File: src/verilog/xsd_pkg.sv
// constants and types for the extended stack instruction decoder
// ----------------------------------------------------------------
// ----------------------------------------------------------------
package xsd_pkg;

  // ----------------------------------------------------------------
  // opcodes and field positions
  // ----------------------------------------------------------------
  localparam logic [7:0] XSD_OP_MOVE = 8'heb;
  localparam logic [3:0] XSD_OP_MOVE_DEST = 4'hf;
  localparam logic [7:0] XSD_OP_PUSH = 8'hfa;
  localparam logic [7:0] XSD_OP_SUB = 8'he9;
  localparam int XSD_MOVE_FLAG_BIT = 7;
  localparam logic [1:0] XSD_SEL_RETURN = 2'h3;
  localparam logic [1:0] XSD_SEL_STACK = 2'h2;

  // ----------------------------------------------------------------
  // data space map
  // ----------------------------------------------------------------
  localparam logic [7:0] XSD_INDEX_LIMIT = 8'h5f;
  localparam logic [11:0] XSD_ACCESS_HIGH_BASE = 12'hf00;
  localparam logic [11:0] XSD_IND0_BASE = 12'hfeb;
  localparam logic [11:0] XSD_IND1_BASE = 12'hfe3;
  localparam logic [11:0] XSD_IND2_BASE = 12'hfdb;
  localparam logic [11:0] XSD_IND_SPAN = 12'h005;

  // ----------------------------------------------------------------
  // register port offsets and reset values
  // ----------------------------------------------------------------
  localparam logic [7:0] XSD_CTRL_OFF = 8'h00;
  localparam logic [7:0] XSD_PTR_BASE_OFF = 8'h04;
  localparam logic [7:0] XSD_PTR_STEP = 8'h04;
  localparam logic [7:0] XSD_STATUS_OFF = 8'h10;
  localparam logic [11:0] XSD_PTR_RESET = 12'h000;
  localparam logic XSD_EXT_RESET = 1'b0;

  typedef enum logic [1:0] {
    ST_IDLE,
    ST_MOVE_DEST,
    ST_MOVE_WRITE,
    ST_RET_NOP
  } xsd_state_type;

endpackage

File: src/verilog/xsd_operand_map.sv
// maps a standard byte or bit instruction operand to a data address
`timescale 1ns/1ns
module xsd_operand_map (
  input wire logic extEnable,
  input wire logic accessBit,
  input wire logic [7:0] operand,
  input wire logic [3:0] bankSelect,
  input wire logic [11:0] stackPointer,
  output logic [11:0] dataAddr
);

  // ----------------------------------------------------------------
  // operand classification
  // ----------------------------------------------------------------
  wire logic lowHalf = (operand <= xsd_pkg::XSD_INDEX_LIMIT);
  wire logic indexed = extEnable && !accessBit && lowHalf;
  // the sum drops its carry so the address wraps inside the data space
  wire logic [11:0] indexSum = 12'(stackPointer + {4'h0, operand});
  wire logic [11:0] accessAddr = lowHalf ? {4'h0, operand}
                                         : (xsd_pkg::XSD_ACCESS_HIGH_BASE | {4'h0, operand});

  // indexed first, then banked, then the split access bank
  assign dataAddr = indexed ? indexSum
                  : accessBit ? {bankSelect, operand}
                  : accessAddr;

endmodule

File: src/verilog/xsd_decode.sv
// extended stack instruction decode and execute core
//
// The strobed register port and the register offsets are this design's own decisions.
`timescale 1ns/1ns
module xsd_decode (
  input wire logic sys_clk,
  input wire logic arst_n,
  // instruction words from the fetch pipeline
  input wire logic instrValid,
  input wire logic [15:0] instrWord,
  output logic instrReady,
  // data memory port, read data one cycle after the read strobe
  output logic [11:0] memAddr,
  output logic [7:0] memWrData,
  output logic memWe,
  output logic memRe,
  input wire logic [7:0] memRdData,
  // return path
  input wire logic [20:0] returnStackTop,
  output logic pcLoad,
  output logic [20:0] pcValue,
  // standard byte and bit instruction operand resolution
  input wire logic stdValid,
  input wire logic [7:0] stdOperand,
  input wire logic stdAccess,
  input wire logic stdDest,
  input wire logic [3:0] bankSelect,
  output logic stdAddrValid,
  output logic [11:0] stdAddr,
  output logic stdToFile,
  // register port
  input wire logic [7:0] regAddr,
  input wire logic [31:0] regWrData,
  input wire logic regWrite,
  input wire logic regRead,
  output logic [31:0] regRdData
);

  xsd_pkg::xsd_state_type state;
  xsd_pkg::xsd_state_type next_state;
  logic extEnable;
  logic [11:0] ptr [3];
  logic [11:0] nextPtr [3];
  logic [11:0] destAddr;
  logic srcIndirect;
  logic destIndirect;
  logic rdTaken;
  logic [7:0] srcByte;

  // ----------------------------------------------------------------
  // instruction decode
  // ----------------------------------------------------------------
  function automatic logic isIndirect(input logic [11:0] addr);
    isIndirect = (12'(addr - xsd_pkg::XSD_IND0_BASE) < xsd_pkg::XSD_IND_SPAN)
              || (12'(addr - xsd_pkg::XSD_IND1_BASE) < xsd_pkg::XSD_IND_SPAN)
              || (12'(addr - xsd_pkg::XSD_IND2_BASE) < xsd_pkg::XSD_IND_SPAN);
  endfunction

  wire logic [11:0] sp = ptr[2];
  wire logic [7:0] opHi = instrWord[15:8];
  wire logic take = instrValid && instrReady && (state == xsd_pkg::ST_IDLE);
  // extended opcodes only exist while the extension is on
  wire logic isMove = take && extEnable && (opHi == xsd_pkg::XSD_OP_MOVE)
                      && instrWord[xsd_pkg::XSD_MOVE_FLAG_BIT];
  wire logic isPush = take && extEnable && (opHi == xsd_pkg::XSD_OP_PUSH);
  wire logic isSub = take && extEnable && (opHi == xsd_pkg::XSD_OP_SUB);
  wire logic [1:0] subSel = instrWord[7:6];
  wire logic [5:0] subK = instrWord[5:0];
  wire logic isRet = isSub && (subSel == xsd_pkg::XSD_SEL_RETURN);
  wire logic destTake = instrValid && (state == xsd_pkg::ST_MOVE_DEST);
  wire logic destOk = destTake && (instrWord[15:12] == xsd_pkg::XSD_OP_MOVE_DEST);
  // both offsets ride on the stack pointer and wrap in 12 bits
  wire logic [11:0] srcSum = 12'(sp + {5'h00, instrWord[6:0]});
  wire logic [11:0] destSum = 12'(sp + {5'h00, instrWord[6:0]});

  // ----------------------------------------------------------------
  // sequencing
  // ----------------------------------------------------------------
  // the move waits for its second word; the return burns one idle cycle
  always_comb begin
    next_state = state;
    unique case (state)
      xsd_pkg::ST_IDLE: begin
        if (isMove) begin
          next_state = xsd_pkg::ST_MOVE_DEST;
        end else if (isRet) begin
          next_state = xsd_pkg::ST_RET_NOP;
        end
      end
      xsd_pkg::ST_MOVE_DEST: begin
        if (destOk) begin
          next_state = xsd_pkg::ST_MOVE_WRITE;
        end else if (destTake) begin
          next_state = xsd_pkg::ST_IDLE; // a malformed second word drops the move
        end
      end
      xsd_pkg::ST_MOVE_WRITE: next_state = xsd_pkg::ST_IDLE;
      xsd_pkg::ST_RET_NOP: next_state = xsd_pkg::ST_IDLE;
    endcase
  end

  wire logic next_ready = (next_state == xsd_pkg::ST_IDLE)
                       || (next_state == xsd_pkg::ST_MOVE_DEST);

  // state and handshake
  always_ff @(posedge sys_clk or negedge arst_n) begin
    if (!arst_n) begin
      state <= xsd_pkg::ST_IDLE;
      instrReady <= 1'b0;
    end else begin
      state <= next_state;
      instrReady <= next_ready;
    end
  end

  // move bookkeeping between its two words; the read data stand one cycle
  // only, so they are held in case the second word arrives late
  always_ff @(posedge sys_clk or negedge arst_n) begin
    if (!arst_n) begin
      destAddr <= 12'h000;
      srcIndirect <= 1'b0;
      destIndirect <= 1'b0;
      rdTaken <= 1'b0;
      srcByte <= 8'h00;
    end else begin
      rdTaken <= memRe;
      if (rdTaken) begin
        srcByte <= memRdData;
      end
      if (isMove) begin
        srcIndirect <= isIndirect(srcSum);
      end
      if (destOk) begin
        destAddr <= destSum;
        destIndirect <= isIndirect(destSum);
      end
    end
  end

  // ----------------------------------------------------------------
  // pointer registers
  // ----------------------------------------------------------------
  // only pointers change here; no flag is ever written by this block
  for (genvar g = 0; g < 3; g++) begin : gPtr
    wire logic subHit = isSub && ((subSel == 2'(g))
                        || (g == 2 && subSel == xsd_pkg::XSD_SEL_RETURN));
    wire logic pushHit = (g == 2) && isPush;
    wire logic busHit = regWrite && (regAddr == 8'(xsd_pkg::XSD_PTR_BASE_OFF
                        + 8'(g) * xsd_pkg::XSD_PTR_STEP));
    // instruction updates win over a software write in the same cycle
    assign nextPtr[g] = subHit ? 12'(ptr[g] - {6'h00, subK})
                      : pushHit ? 12'(ptr[g] - 12'h001)
                      : busHit ? regWrData[11:0]
                      : ptr[g];
    always_ff @(posedge sys_clk or negedge arst_n) begin
      if (!arst_n) begin
        ptr[g] <= xsd_pkg::XSD_PTR_RESET;
      end else begin
        ptr[g] <= nextPtr[g];
      end
    end
  end

  // ----------------------------------------------------------------
  // data memory port
  // ----------------------------------------------------------------
  // a destination of program counter low or return stack top is not
  // guarded; software must not aim a move there
  wire logic next_memWe = isPush
                       || (state == xsd_pkg::ST_MOVE_WRITE && !destIndirect);
  wire logic [11:0] next_memAddr = isPush ? sp
                                 : isMove ? srcSum
                                 : destAddr;
  wire logic [7:0] srcData = rdTaken ? memRdData : srcByte;
  wire logic [7:0] next_memWrData = isPush ? instrWord[7:0]
                                  : srcIndirect ? 8'h00
                                  : srcData;

  always_ff @(posedge sys_clk or negedge arst_n) begin
    if (!arst_n) begin
      memAddr <= 12'h000;
      memWrData <= 8'h00;
      memWe <= 1'b0;
      memRe <= 1'b0;
    end else begin
      memAddr <= next_memAddr;
      memWrData <= next_memWrData;
      memWe <= next_memWe;
      memRe <= isMove;
    end
  end

  // return loads the pc straight from the return stack top
  always_ff @(posedge sys_clk or negedge arst_n) begin
    if (!arst_n) begin
      pcLoad <= 1'b0;
      pcValue <= 21'h00000;
    end else begin
      pcLoad <= isRet;
      pcValue <= isRet ? returnStackTop : pcValue;
    end
  end

  // ----------------------------------------------------------------
  // standard operand resolution
  // ----------------------------------------------------------------
  logic [11:0] mappedAddr;

  xsd_operand_map uMap (
    .extEnable(extEnable),
    .accessBit(stdAccess),
    .operand(stdOperand),
    .bankSelect(bankSelect),
    .stackPointer(sp),
    .dataAddr(mappedAddr)
  );

  // the destination bit passes through untouched in every mode
  always_ff @(posedge sys_clk or negedge arst_n) begin
    if (!arst_n) begin
      stdAddrValid <= 1'b0;
      stdAddr <= 12'h000;
      stdToFile <= 1'b0;
    end else begin
      stdAddrValid <= stdValid;
      stdAddr <= stdValid ? mappedAddr : stdAddr;
      stdToFile <= stdValid ? stdDest : stdToFile;
    end
  end

  // ----------------------------------------------------------------
  // register port
  // ----------------------------------------------------------------
  wire logic ctrlHit = regAddr == xsd_pkg::XSD_CTRL_OFF;
  wire logic [7:0] ptrIdx = 8'(regAddr - xsd_pkg::XSD_PTR_BASE_OFF) >> 2;
  wire logic ptrHit = (regAddr[1:0] == 2'h0) && (regAddr >= xsd_pkg::XSD_PTR_BASE_OFF)
                   && (ptrIdx < 8'h03);
  wire logic [31:0] next_rdData = ctrlHit ? {31'h0, extEnable}
      : ptrHit ? {20'h00000, ptr[ptrIdx[1:0]]}
      : (regAddr == xsd_pkg::XSD_STATUS_OFF) ? {30'h0, state}
      : 32'h00000000;

  // enable resets off so legacy code addresses plainly
  always_ff @(posedge sys_clk or negedge arst_n) begin
    if (!arst_n) begin
      extEnable <= xsd_pkg::XSD_EXT_RESET;
      regRdData <= 32'h00000000;
    end else begin
      if (regWrite && ctrlHit) begin
        extEnable <= regWrData[0];
      end
      regRdData <= regRead ? next_rdData : 32'h00000000;
    end
  end
endmodule

File: config.mk
export PLATFORM = sky130hd
export DESIGN_NAME = xsd_decode
export DESIGN_NICKNAME = d
export VERILOG_FILES = /design/src/verilog/xsd_pkg.sv /design/src/verilog/xsd_operand_map.sv /design/src/verilog/xsd_decode.sv
export SDC_FILE = /design/constraint.sdc
export NUM_CORES = 1
export LEC_CHECK = 0
export ABC_AREA = 1
export ABC_CLOCK_PERIOD_IN_PS = 2600
export BUFFER_PORTS_ARGS = -buffer_cell sky130_fd_sc_hd__buf_4
export CORE_MARGIN = 2
export CORE_UTILIZATION = 40
export CTS_BUF_LIST = sky130_fd_sc_hd__clkbuf_4 sky130_fd_sc_hd__clkbuf_8 sky130_fd_sc_hd__clkbuf_16
export CTS_CLUSTER_DIAMETER = 40
export DETAILED_ROUTE_END_ITERATION = 8
export PLACE_DENSITY = 0.72
export RECOVER_POWER = 50
export SETUP_SLACK_MARGIN = 0.05
export SYNTH_ARGS = -nofsm -noshare
export SYNTH_HDL_FRONTEND = slang
export SYNTH_SLANG_ARGS = --single-unit
File: constraint.sdc
create_clock -name sys_clk -period 2.6 [get_ports sys_clk]
set_clock_uncertainty 0.15 [all_clocks]
set_input_delay 0.13 -clock sys_clk [delete_from_list [all_inputs] [get_ports sys_clk]]
set_output_delay 0.13 -clock sys_clk [all_outputs]
set_load 0.02 [all_outputs]
### Yosys cells after proc, flatten, opt, wreduce, memory -nomap -nowiden

Index checks and enable logic that the tools add are counted.

| cells by class | value |
|---|---|
| reduce and logical (&&, ||, !) cells | 38 |
| equality and inequality tests | 15 |
| bitwise logic cells | 1 |
| multipliers | 0 |
| multiplexer cells | 27 |
| magnitude comparators | 7 |
| div/mod/pow operators | 0 |
| shifts and indexed selects | 0 |
| add/sub/neg operators | 10 |

Operator list:

| cell | number |
|---|---|
| $mux W12 | 17 |
| $lt A12 B3 Y1 const B | 3 |
| $sub A12 B12 Y12 const B | 3 |
| $sub A12 B6 Y12 | 3 |
| $bmux W12 S2 | 1 |
| $eq A8 B8 Y1 const B | 3 |
| $mux W8 | 3 |
| $logic_and A1 B1 Y1 | 22 |
| $eq A8 B4 Y1 const B | 2 |
| $add A12 B7 Y12 | 1 |
| $add A12 B8 Y12 | 1 |
| $sub A12 B1 Y12 const B | 1 |
| $mux W2 | 5 |
| $eq A2 B2 Y1 const B | 4 |
| $eq A8 B3 Y1 const B | 1 |
| $eq A8 B5 Y1 const B | 1 |
| $ge A8 B3 Y1 const B | 1 |
| $le A8 B7 Y1 const B | 1 |
| $logic_not A2 Y1 | 4 |
| $logic_not A8 Y1 | 1 |
| $sub A8 B3 Y8 const B | 1 |
| $eq A2 B1 Y1 const B | 3 |
| $lt A6 B2 Y1 const B | 1 |
| $pmux W2 S3 | 1 |
| other kinds (8) | 14 |

| storage, ports and cells | value |
|---|---|
| bits in registers | 133 |
| input bits | 105 |
| memories kept | 0 |
| memory bits (read-only) | 0 |
| latch bits | 0 |
| output and inout bits | 91 |
| bits in writable memories | 0 |

### Longest topological paths before layout

Gate-level depths: netlist of run 1.

| depth | value |
|---|---|
| depth in word-level cells | 10 |
| gate-level depth with buffers | 17 |
| gate-level depth less buffers | 16 |

### Modules after synthesis

Synthesis of run 1 repeated with hierarchy kept, for this count alone.

| second synthesis, totals | value |
|---|---|
| cells, all modules | 1077 |
| area total of the unflattened synthesis | 8360.5 µm² |

Modules (own cells, without submodules):

| module | area each (µm²) | times used | seq. area each (µm²) | cells each |
|---|---|---|---|---|
| xsd_decode | 7602.3 | 1 | 3328.2 | 938 |
| xsd_operand_map | 758.2 | 1 | 0.0 | 139 |

### Worst setup path before layout of run 1

OpenSTA, ideal clock, no wires.

| timing | value |
|---|---|
| path type | flip-flop to flip-flop |
| start | reg ptr, in the netlist sp[0] |
| end | reg ptr, in the netlist sp[8] |
| slack | 0.385 ns |
| library setup time | 0.083 ns |
| data arrival time | 1.982 ns |
| required time | 2.367 ns |
| stages on the path, launching flop included | 14 |
| cell sequence | dfrtp_1 > inv_1 > ha_1 > fa_1 > o21ai_0 > nand3_1 > nand2_1 > nor2_1 > nand2_1 > xor2_1 > nand2_1 > nand2_1 > nand2_1 > o21ai_0 |

| between the ends | value |
|---|---|
| cells in the longest elaborated chain, start to end | 3 |
| elaborated cells between the ends (all ways) | 4 |
| those cells by class | add/sub (2); mux (2) |

Ends and longest elaborated chain:

| what | line | text |
|---|---|---|
| from (decl) | xsd_decode.sv:42 | `logic [11:0] ptr [3];` |
| from (signal, indexed assignment) | xsd_decode.sv:157 | `ptr[g] <= xsd_pkg::XSD_PTR_RESET;` |
| from (signal, indexed assignment) | xsd_decode.sv:159 | `ptr[g] <= nextPtr[g];` |
| $sub A12 B1 Y12 | xsd_decode.sv:152 | `: pushHit ? 12'(ptr[g] - 12'h001)` |
| $mux W12 | xsd_decode.sv:152 |  |
| $mux W12 (*) | xsd_decode.sv:151 | `assign nextPtr[g] = subHit ? 12'(ptr[g] - {6'h00, subK})` |

Every way passes the cells marked *; elsewhere a longest branch is shown, timed or not.
A chain may end at the register's enable or synchronous reset.

### Worst setup path in the final report of run 1

| timing | value |
|---|---|
| start | in instrWord[3] |
| end | reg ptr[22] (netlist bit) |

| between the ends | value |
|---|---|
| cells in the longest elaborated chain, start to end | 2 |

Ends and longest elaborated chain:

| what | line | text |
|---|---|---|
| from (decl) | xsd_decode.sv:10 | `input wire logic [15:0] instrWord,` |
| $sub A12 B6 Y12 | xsd_decode.sv:151 |  |
| $mux W12 | xsd_decode.sv:151 |  |

No other way between the ends.

==> run_results.csv, run 1 <==
group,metric,value,unit
synth,synth_edf_count,0,
routing,wl,26400,um
worst_setup_path,cp_num_cells,15,
timing,setup_violations,0,
worst_setup_path,required,2.75,ns
power,p_clk_share,40.4,%
power,p_seq_share,40.0,%
clock_network,cts_sinks,133,
worst_setup_path,cp_max_fo,5,
timing,max_freq,415,MHz
global_routing,first_global_vias,8051,
routing,vias_per_cell,5.25,
global_routing,antenna_found_initial,0,
worst_setup_path,worstPathArrival,2.56,ns
routing,dr.pass1.iters,5,
place,dpl.hpwl,19500,um
synth,synth-seq-area-share,40.2,%
min_path,whs_path_depth,4,
timing,setup_tns,0,ns
cells_and_area,insertedDiodeCount,0,
power,peakVddDrop,0.432,mV
cells_and_area,finalNetCount,1461,
synth,synth_top_area_share,40.2,%
synth,synth_warnings,0,
synth,avgSynthCellArea,7.69,um2
floorplan,start_util,40.9,%
floorplan,die_x,148,um
run,drv_cap,0,
global_routing,groute.usage.overall,24.1,%
worst_setup_path,r2r_start,"sp[0]",
worst_setup_path,crit_end,"ptr[22]",
min_path,hp-class,"input port to register",
worst_setup_path,crit_top_cell,"nand2_1",
floorplan,io_pins,196,
power,p_leak,5.51,nW
clock_network,clockBufferDepth,2,
worst_setup_path,reg2reg_to,"sp[8]",
clock_network,root_buffer,"clkbuf_16",
worst_setup_path,crit_slowest_cell,"dlygate4sd3_1",
power,internal_power,3.80,mW
worst_setup_path,crit_type,"input port to register",
clock_network,path_clk_slew,0.06,ns
routing,route.detailed.drc,0,
synth,synth.distinct_cells,49,
floorplan,fp.dieH,148,um
worst_setup_path,worstSetupEndpointType,"register",
timing,final_max_slew_viol_count,0,
synth,async_flop_share,100,%
power,netSwitchingPower,1.67,mW
synth,post-synth-top-count-cell,"nand2_1",
worst_setup_path,rrSetupSlack,0.20,ns
synth,yosys_register_bits,133,
power,p_comb_share,19.7,%
worst_setup_path,crit_chain,"dlygate4sd3_1, buf_4, inv_1, buf_4, ha_1, a21oi_1, o21ai_0, nand3_1, nand4_1, nor2_2, nand2_1, nand2_1, nand3_1, nand2_1, o21ai_0",
timing,finalCritPeriodShare,92.7,%
global_routing,grt_overflow_total,0,
routing,drtAntennaViolNets,0,
global_routing,grt_pass1_wl,41100,um
floorplan,core-area,20200,um2
place,portBuffers,155,
cells_and_area,drive_gt1_share,16.8,%
synth,synth_top_cell_by_area,"dfrtp_1",
synth,synth_area_leaders,"dfrtp_1 40%, nand2_1 13%, ha_1 5.9%",
floorplan,rows,52,
power,pwr_density_cell,503,nW/um2
worst_setup_path,crit_start,"instrWord[3]",
global_routing,grt_max_degree,53,
clock_network,clock_latency,0.43,ns
clock_network,htreeDepth,4,
timing,min_period,2.41,ns
worst_setup_path,worstRegToRegCells,13,
synth,syn-cell-area,8270,um2
floorplan,die_area,21800,um2
synth,synth_common_cells,"276 x nand2_1, 133 x dfrtp_1, 110 x inv_1",
clock_network,cts_buffers,17,
synth,synth-main-ff-cell,"dfrtp_1",
synth,netlist_instances,1075,
cells_and_area,syn_to_final_growth,31.5,%
power,swShare,30.5,%
routing,wl_per_cell,16.6,um
routing,via_count,8370,
place,routabilityCongestion,0.940,
worst_setup_path,cpPeakStageDelay,0.53,ns
timing,hold_viol,0,
worst_setup_path,critPathLaunchType,"input port",
timing,slew_headroom,8.54,%
run_status,status,"complete, no violations",
power,p_total,5.47,mW
routing,drtIter0Drc,653,
timing,rsz0062_at_grt,"false",
timing,worst_pin_slew,1.37,ns
worst_setup_path,critical_path.top_delay_family,"buffers and inverters",
clock_network,cts_tree,"yes",
worst_setup_path,crit_buf_inv,4,
-- through the flow --
stage / utilization, % / instances / instance area [um2] / hold WS, ns / worst slack (ns)
after floorplan: - / 1094 / 8340 / -0.316 / 0.385
after global placement: 48.2 / 1496 / 9750 / -0.0188 / 0.138
after detailed placement: 48.2 / 1496 / 9750 / -0.0151 / 0.0896
after CTS: 54.1 / 1594 / 11000 / 0.0125 / 0.0703
after global routing: 53.8 / 1594 / 10900 / 0.0607 / 0.0492
final: 53.8 / 1594 / 10900 / 0.0316 / 0.190
-- timing repair --
action	in CTS	in global routing
hold endpoints to repair	168	0
hold buffers	67	0
resized for setup	0	16
setup endpoints to repair	0	10
setup buffers	0	0
-- cell type report --
cell class,instances,area (um2)
Timing Repair Buffer,247,1900
Clock buffer,19,447
Clock inverter,12,81.3
Inverter,123,463
Fill cell,1894,9360
Sequential cell,133,3330
Tap cell,270,338
Multi-Input combinational cell,790,4320
-- layout by cell type, fill, tap and decap left out, types with 5 or more instances in the layout --
master         count
nand2_1          275
buf_4            146
dfrtp_1          132
inv_1            110
o21ai_0           92
a21oi_1           83
nor2_1            70
dlygate4sd3_1     67
nand3_1           53
ha_1              36
clkbuf_1          30
conb_1            20
xor2_1            19
nand4_1           17
clkbuf_16         17
nor3_1            12
o211ai_1          12
o221ai_1          11
a22oi_1           10
nand3b_1          10
inv_2              8
a31oi_1            8
nor2_2             7
clkinv_2           6
xnor2_1            5
-- layer usage --
layer	global-route usage (%)	vias to the layer above	wire (um)
li1	-	4001	-
met1	31.3	3958	11300
met2	39.9	347	12800
met3	3.73	64	1460
met4	10.5	0	847
met5	0	-	0
-- how the worst min path moves through the flow --
stage | from | endpoint | slack, ns
finish | regAddr[4] | regRdData[1] | 0.03
global route | instrWord[2] | memWrData[2] | 0.06
CTS | instrWord[2] | memWrData[2] | 0.01
detailed placement | arst_n | regRdData[8] | -0.02
global placement | arst_n | regRdData[8] | -0.02
floorplan | arst_n | destAddr[0] | -0.32
-- registers in the layout, indices dropped and copies added, names as in the netlist --
name and cells:
destAddr 12, destIndirect 1, extEnable 1, instrReady 1, memAddr 12, memRe 1, memWe 1, memWrData 8
pcLoad 1, pcValue 21, ptr 24, rdTaken 1, regRdData 12, sp 12, srcByte 8, srcIndirect 1
state 2, stdAddr 12, stdAddrValid 1, stdToFile 1
-- kinds of logic (layout without fill, tap and decap cells) --
logic type                 after synthesis  after routing  synth area share, %
DFF                                    133            133                 40.2
and+or+nand+nor                        465            465                 24.7
buffers and inverters                  171            401                 9.15
other                                    1             20               0.0453
xor gates and xnor gates                26             26                 2.75
AOI/OAI and AO/OA                      235            235                 16.0
adders and majority gates               44             44                 7.11
-- power groups by stage --
stage	sequential (mW)	combinational, mW	clock, mW
2_1_floorplan	2.24	0.569	0
6_report	2.19	1.08	2.21
4_1_cts	2.18	1.05	2.23
3_5_place_dp	2.22	0.965	0
5_1_grt	2.19	1.19	2.33
3_3_place_gp	2.22	0.948	0
-- worst register-to-register path: stages (launching register included) --
cell     delay, ns
dfrtp_2       0.44
inv_1         0.07
ha_1          0.22
fa_1          0.42
o21ai_1       0.22
nand3_1       0.14
nand2_1       0.12
nor2_1        0.07
nand2_1       0.07
xor2_1        0.16
nand2_1       0.07
nand2_1       0.06
nand2_1       0.04
o21ai_0       0.06
(Power assumes the default switching activity.)
==> run 2, diff against run 1 <==
Settings changed: SYNTH_HIERARCHICAL set to 1.
==> run_results.csv, run 2 <==
group,metric,value,unit
timing,hold_viol,0,
synth,synth.distinct_cells,53,
place,portBuffers,155,
synth,synth_top_area_share,39.8,%
synth,avgSynthCellArea,7.76,um2
cells_and_area,final_cell_mix,"293 x nand2_1, 151 x buf_4, 132 x dfrtp_1",
worst_setup_path,crit_top_cell,"nand2_1",
synth,synth-seq-area-share,39.8,%
min_path,hp-class,"input port to register",
cells_and_area,final_cells,1613,
cells_and_area,insertedDiodeCount,0,
synth,syn-cell-area,8360,um2
synth,synth_top_cell_by_area,"dfrtp_1",
floorplan,rows,52,
routing,dr.pass1.iters,5,
timing,fin_ws,0.153,ns
worst_setup_path,critPathLaunchType,"register",
cells_and_area,final_common_cell,"nand2_1",
floorplan,die_x,149,um
cells_and_area,largest_register_ffs,24,
worst_setup_path,crit_chain,"buf_4, ha_1, inv_1, fa_1, inv_1, nand3_1, nand3_2, nand2_1, nand2_1, nand2_1, nand3_1, nand2_1, mux2_2",
worst_setup_path,cp_max_fo,4,
timing,setup_violations,0,
cells_and_area,top_register,"ptr",
power,netSwitchingPower,1.69,mW
worst_setup_path,worstSetupEndpointType,"register",
timing,min_period,2.45,ns
place,place_area,9920,um2
timing,finalCritPeriodShare,94.1,%
power,p_leak,5.62,nW
synth,yosys_register_bits,133,
run_status,status,"complete, but fails checks",
global_routing,groute.usage.overall,23.5,%
timing,slew_headroom,-1.11,%
clock_network,cts_buffers,17,
routing,drtIter0Drc,681,
synth,async_flop_share,100,%
run,drv_cap,1,
clock_network,htreeDepth,4,
global_routing,grt_pass1_wl,40700,um
power,p_seq_share,36.0,%
floorplan,core-area,20400,um2
timing,rsz0062_at_grt,"true",
timing,final_max_slew_viol_count,57,
worst_setup_path,crit_slowest_cell,"dfrtp_1",
cells_and_area,finalNetCount,1479,
power,pwr_density_cell,543,nW/um2
power,peakVddDrop,0.479,mV
global_routing,grt_max_degree,58,
synth,netlist_instances,1077,
clock_network,path_clk_slew,0.06,ns
floorplan,start_util,41.1,%
cells_and_area,final_cell_area,11300,um2
routing,vias_per_cell,5.22,
clock_network,clockBufferDepth,2,
clock_network,cts_tree,"yes",
place,dp.cells,1507,
routing,wl_per_cell,16.1,um
place,place_ws,0.153,ns
timing,worst_pin_slew,1.52,ns
routing,wl,25900,um
synth,synth-main-ff-cell,"dfrtp_1",
synth,synth_common_cells,"295 x nand2_1, 133 x dfrtp_1, 107 x inv_1",
synth,synth_warnings,6,
worst_setup_path,required,2.76,ns
power,swShare,27.7,%
worst_setup_path,crit_type,"register to register",
place,dpl.hpwl,18500,um
cells_and_area,drive_gt1_share,19.1,%
floorplan,io_pins,196,
synth,synth_area_leaders,"dfrtp_1 40%, nand2_1 13%, ha_1 5.8%",
cells_and_area,reg_top3,"ptr (24), pcValue (21)",
power,p_total,6.12,mW
synth,post-synth-top-count-cell,"nand2_1",
clock_network,root_buffer,"clkbuf_16",
power,p_comb_share,18.0,%
power,p_clk_share,46.0,%
run_status,violations,"capacitance limit, slew limit",
timing,max_freq,409,MHz
routing,drtAntennaViolNets,0,
global_routing,grt_overflow_total,0,
timing,setup_tns,0,ns
cells_and_area,syn_to_final_growth,34.9,%
global_routing,antenna_found_initial,0,
synth,synth_edf_count,0,
routing,route.detailed.drc,0,
place,routabilityCongestion,0.927,
cells_and_area,fillCellCount,1892,
floorplan,die_area,22100,um2
worst_setup_path,worstPathArrival,2.61,ns
global_routing,first_global_vias,8143,
worst_setup_path,cpPeakStageDelay,0.40,ns
floorplan,fp.dieH,149,um
clock_network,clock_latency,0.43,ns
power,internal_power,4.43,mW
clock_network,cts_sinks,133,
routing,via_count,8423,
-- run 2: cell count changes after synthesis, moves of 4 or more --
cell,change
mux2_2,+15
nand3_2,+4
nand4_1,+7
a21oi_1,-31
nand3_1,+4
nand2_2,+4
clkbuf_1,+5
nor2_1,-6
o21ai_0,-24
inv_2,+5
buf_2,-6
nand2_1,+19
o21ai_1,+8
-- run 2: worst paths after layout --
check | depth (start not counted) | to | slack (ns) | from
worst min-delay path | 6 | srcIndirect | 0.02 | instrWord[9]
min in group asynchronous | 2 | rdTaken | 0.44 | arst_n
worst max register to register | 13 | stdAddr[8] | 0.15 | sp[0]
worst max-delay path | 13 | stdAddr[8] | 0.15 | sp[0]
max in group asynchronous | 3 | pcValue[14] | 0.54 | arst_n
worst min register to register | 0 | rdTaken | 0.23 | memRe
-- run 2: power by group through the flow --
| stage | logic [mW] | registers, mW | clock network (mW) |
|---|---|---|---|
| 6_report | 1.10 | 2.21 | 2.81 |
| 5_1_grt | 1.22 | 2.21 | 2.93 |
| 4_1_cts | 1.07 | 2.20 | 2.83 |
| 3_5_place_dp | 0.964 | 2.24 | 0 |
| 3_3_place_gp | 0.952 | 2.24 | 0 |
| 2_1_floorplan | 0.568 | 2.26 | 0 |
-- run 2: area by class of cell --
class / instances / area (um2) / area share [%]
clock inverters: 14 / 246 / 2.19
multi-input cells: 794 / 4440 / 39.4
well taps: 270 / 338 / 3.00
inverters: 123 / 469 / 4.16
flip-flops and latches: 133 / 3330 / 29.5
repair buffers: 261 / 2020 / 17.9
clock buffers: 18 / 433 / 3.84
-- run 2: what timing repair did --
| item | CTS | global route |
|---|---|---|
| endpoints found under the hold margin | 140 | 0 |
| endpoints found under the setup margin | 0 | 9 |
| buffers inserted | 0 | 3 |
| gates resized for setup | 0 | 24 |
| hold buffers | 71 | 0 |
-- run 2: critical path, delay by kind of cell, from the launching register on --
| kind | cells | cell delay [ns] |
|---|---|---|
| fa+ha+maj | 2 | 0.62 |
| simple gates | 7 | 0.56 |
| flops | 1 | 0.40 |
| buf+inv | 3 | 0.35 |
| mux | 1 | 0.26 |
-- run 2: cells by family (layout without fill, tap and decap cells) --
kind of cell,Yosys count,count (layout),share of synthesized area (%)
muxes,15,15,2.02
AOI/OAI and AO/OA,201,201,14.2
xor gates and xnor gates,22,22,2.30
adders and majority gates,44,44,7.03
buffers and inverters,169,416,8.72
other,1,20,0.0449
and+or+nand+nor,492,492,25.9
DFF,133,133,39.8
-- run 2: metrics by stage --
stage          util (%)  hold slack (ns)
2_1_floorplan         -           -0.316
3_3_place_gp       48.7         -0.00874
3_5_place_dp       48.7         -0.00556
4_1_cts            55.5           0.0107
5_1_grt            55.4           0.0315
6_report           55.4           0.0208
-- run 2: routing by layer --
layer  vias up  track usage (%)  part of all wire, %
met2       328             39.7                   49
met5         -                0                    0
met1      3975             29.6                   42
li1       4061                -                    -
met4         0             9.57                  2.9
met3        59             4.57                  6.0
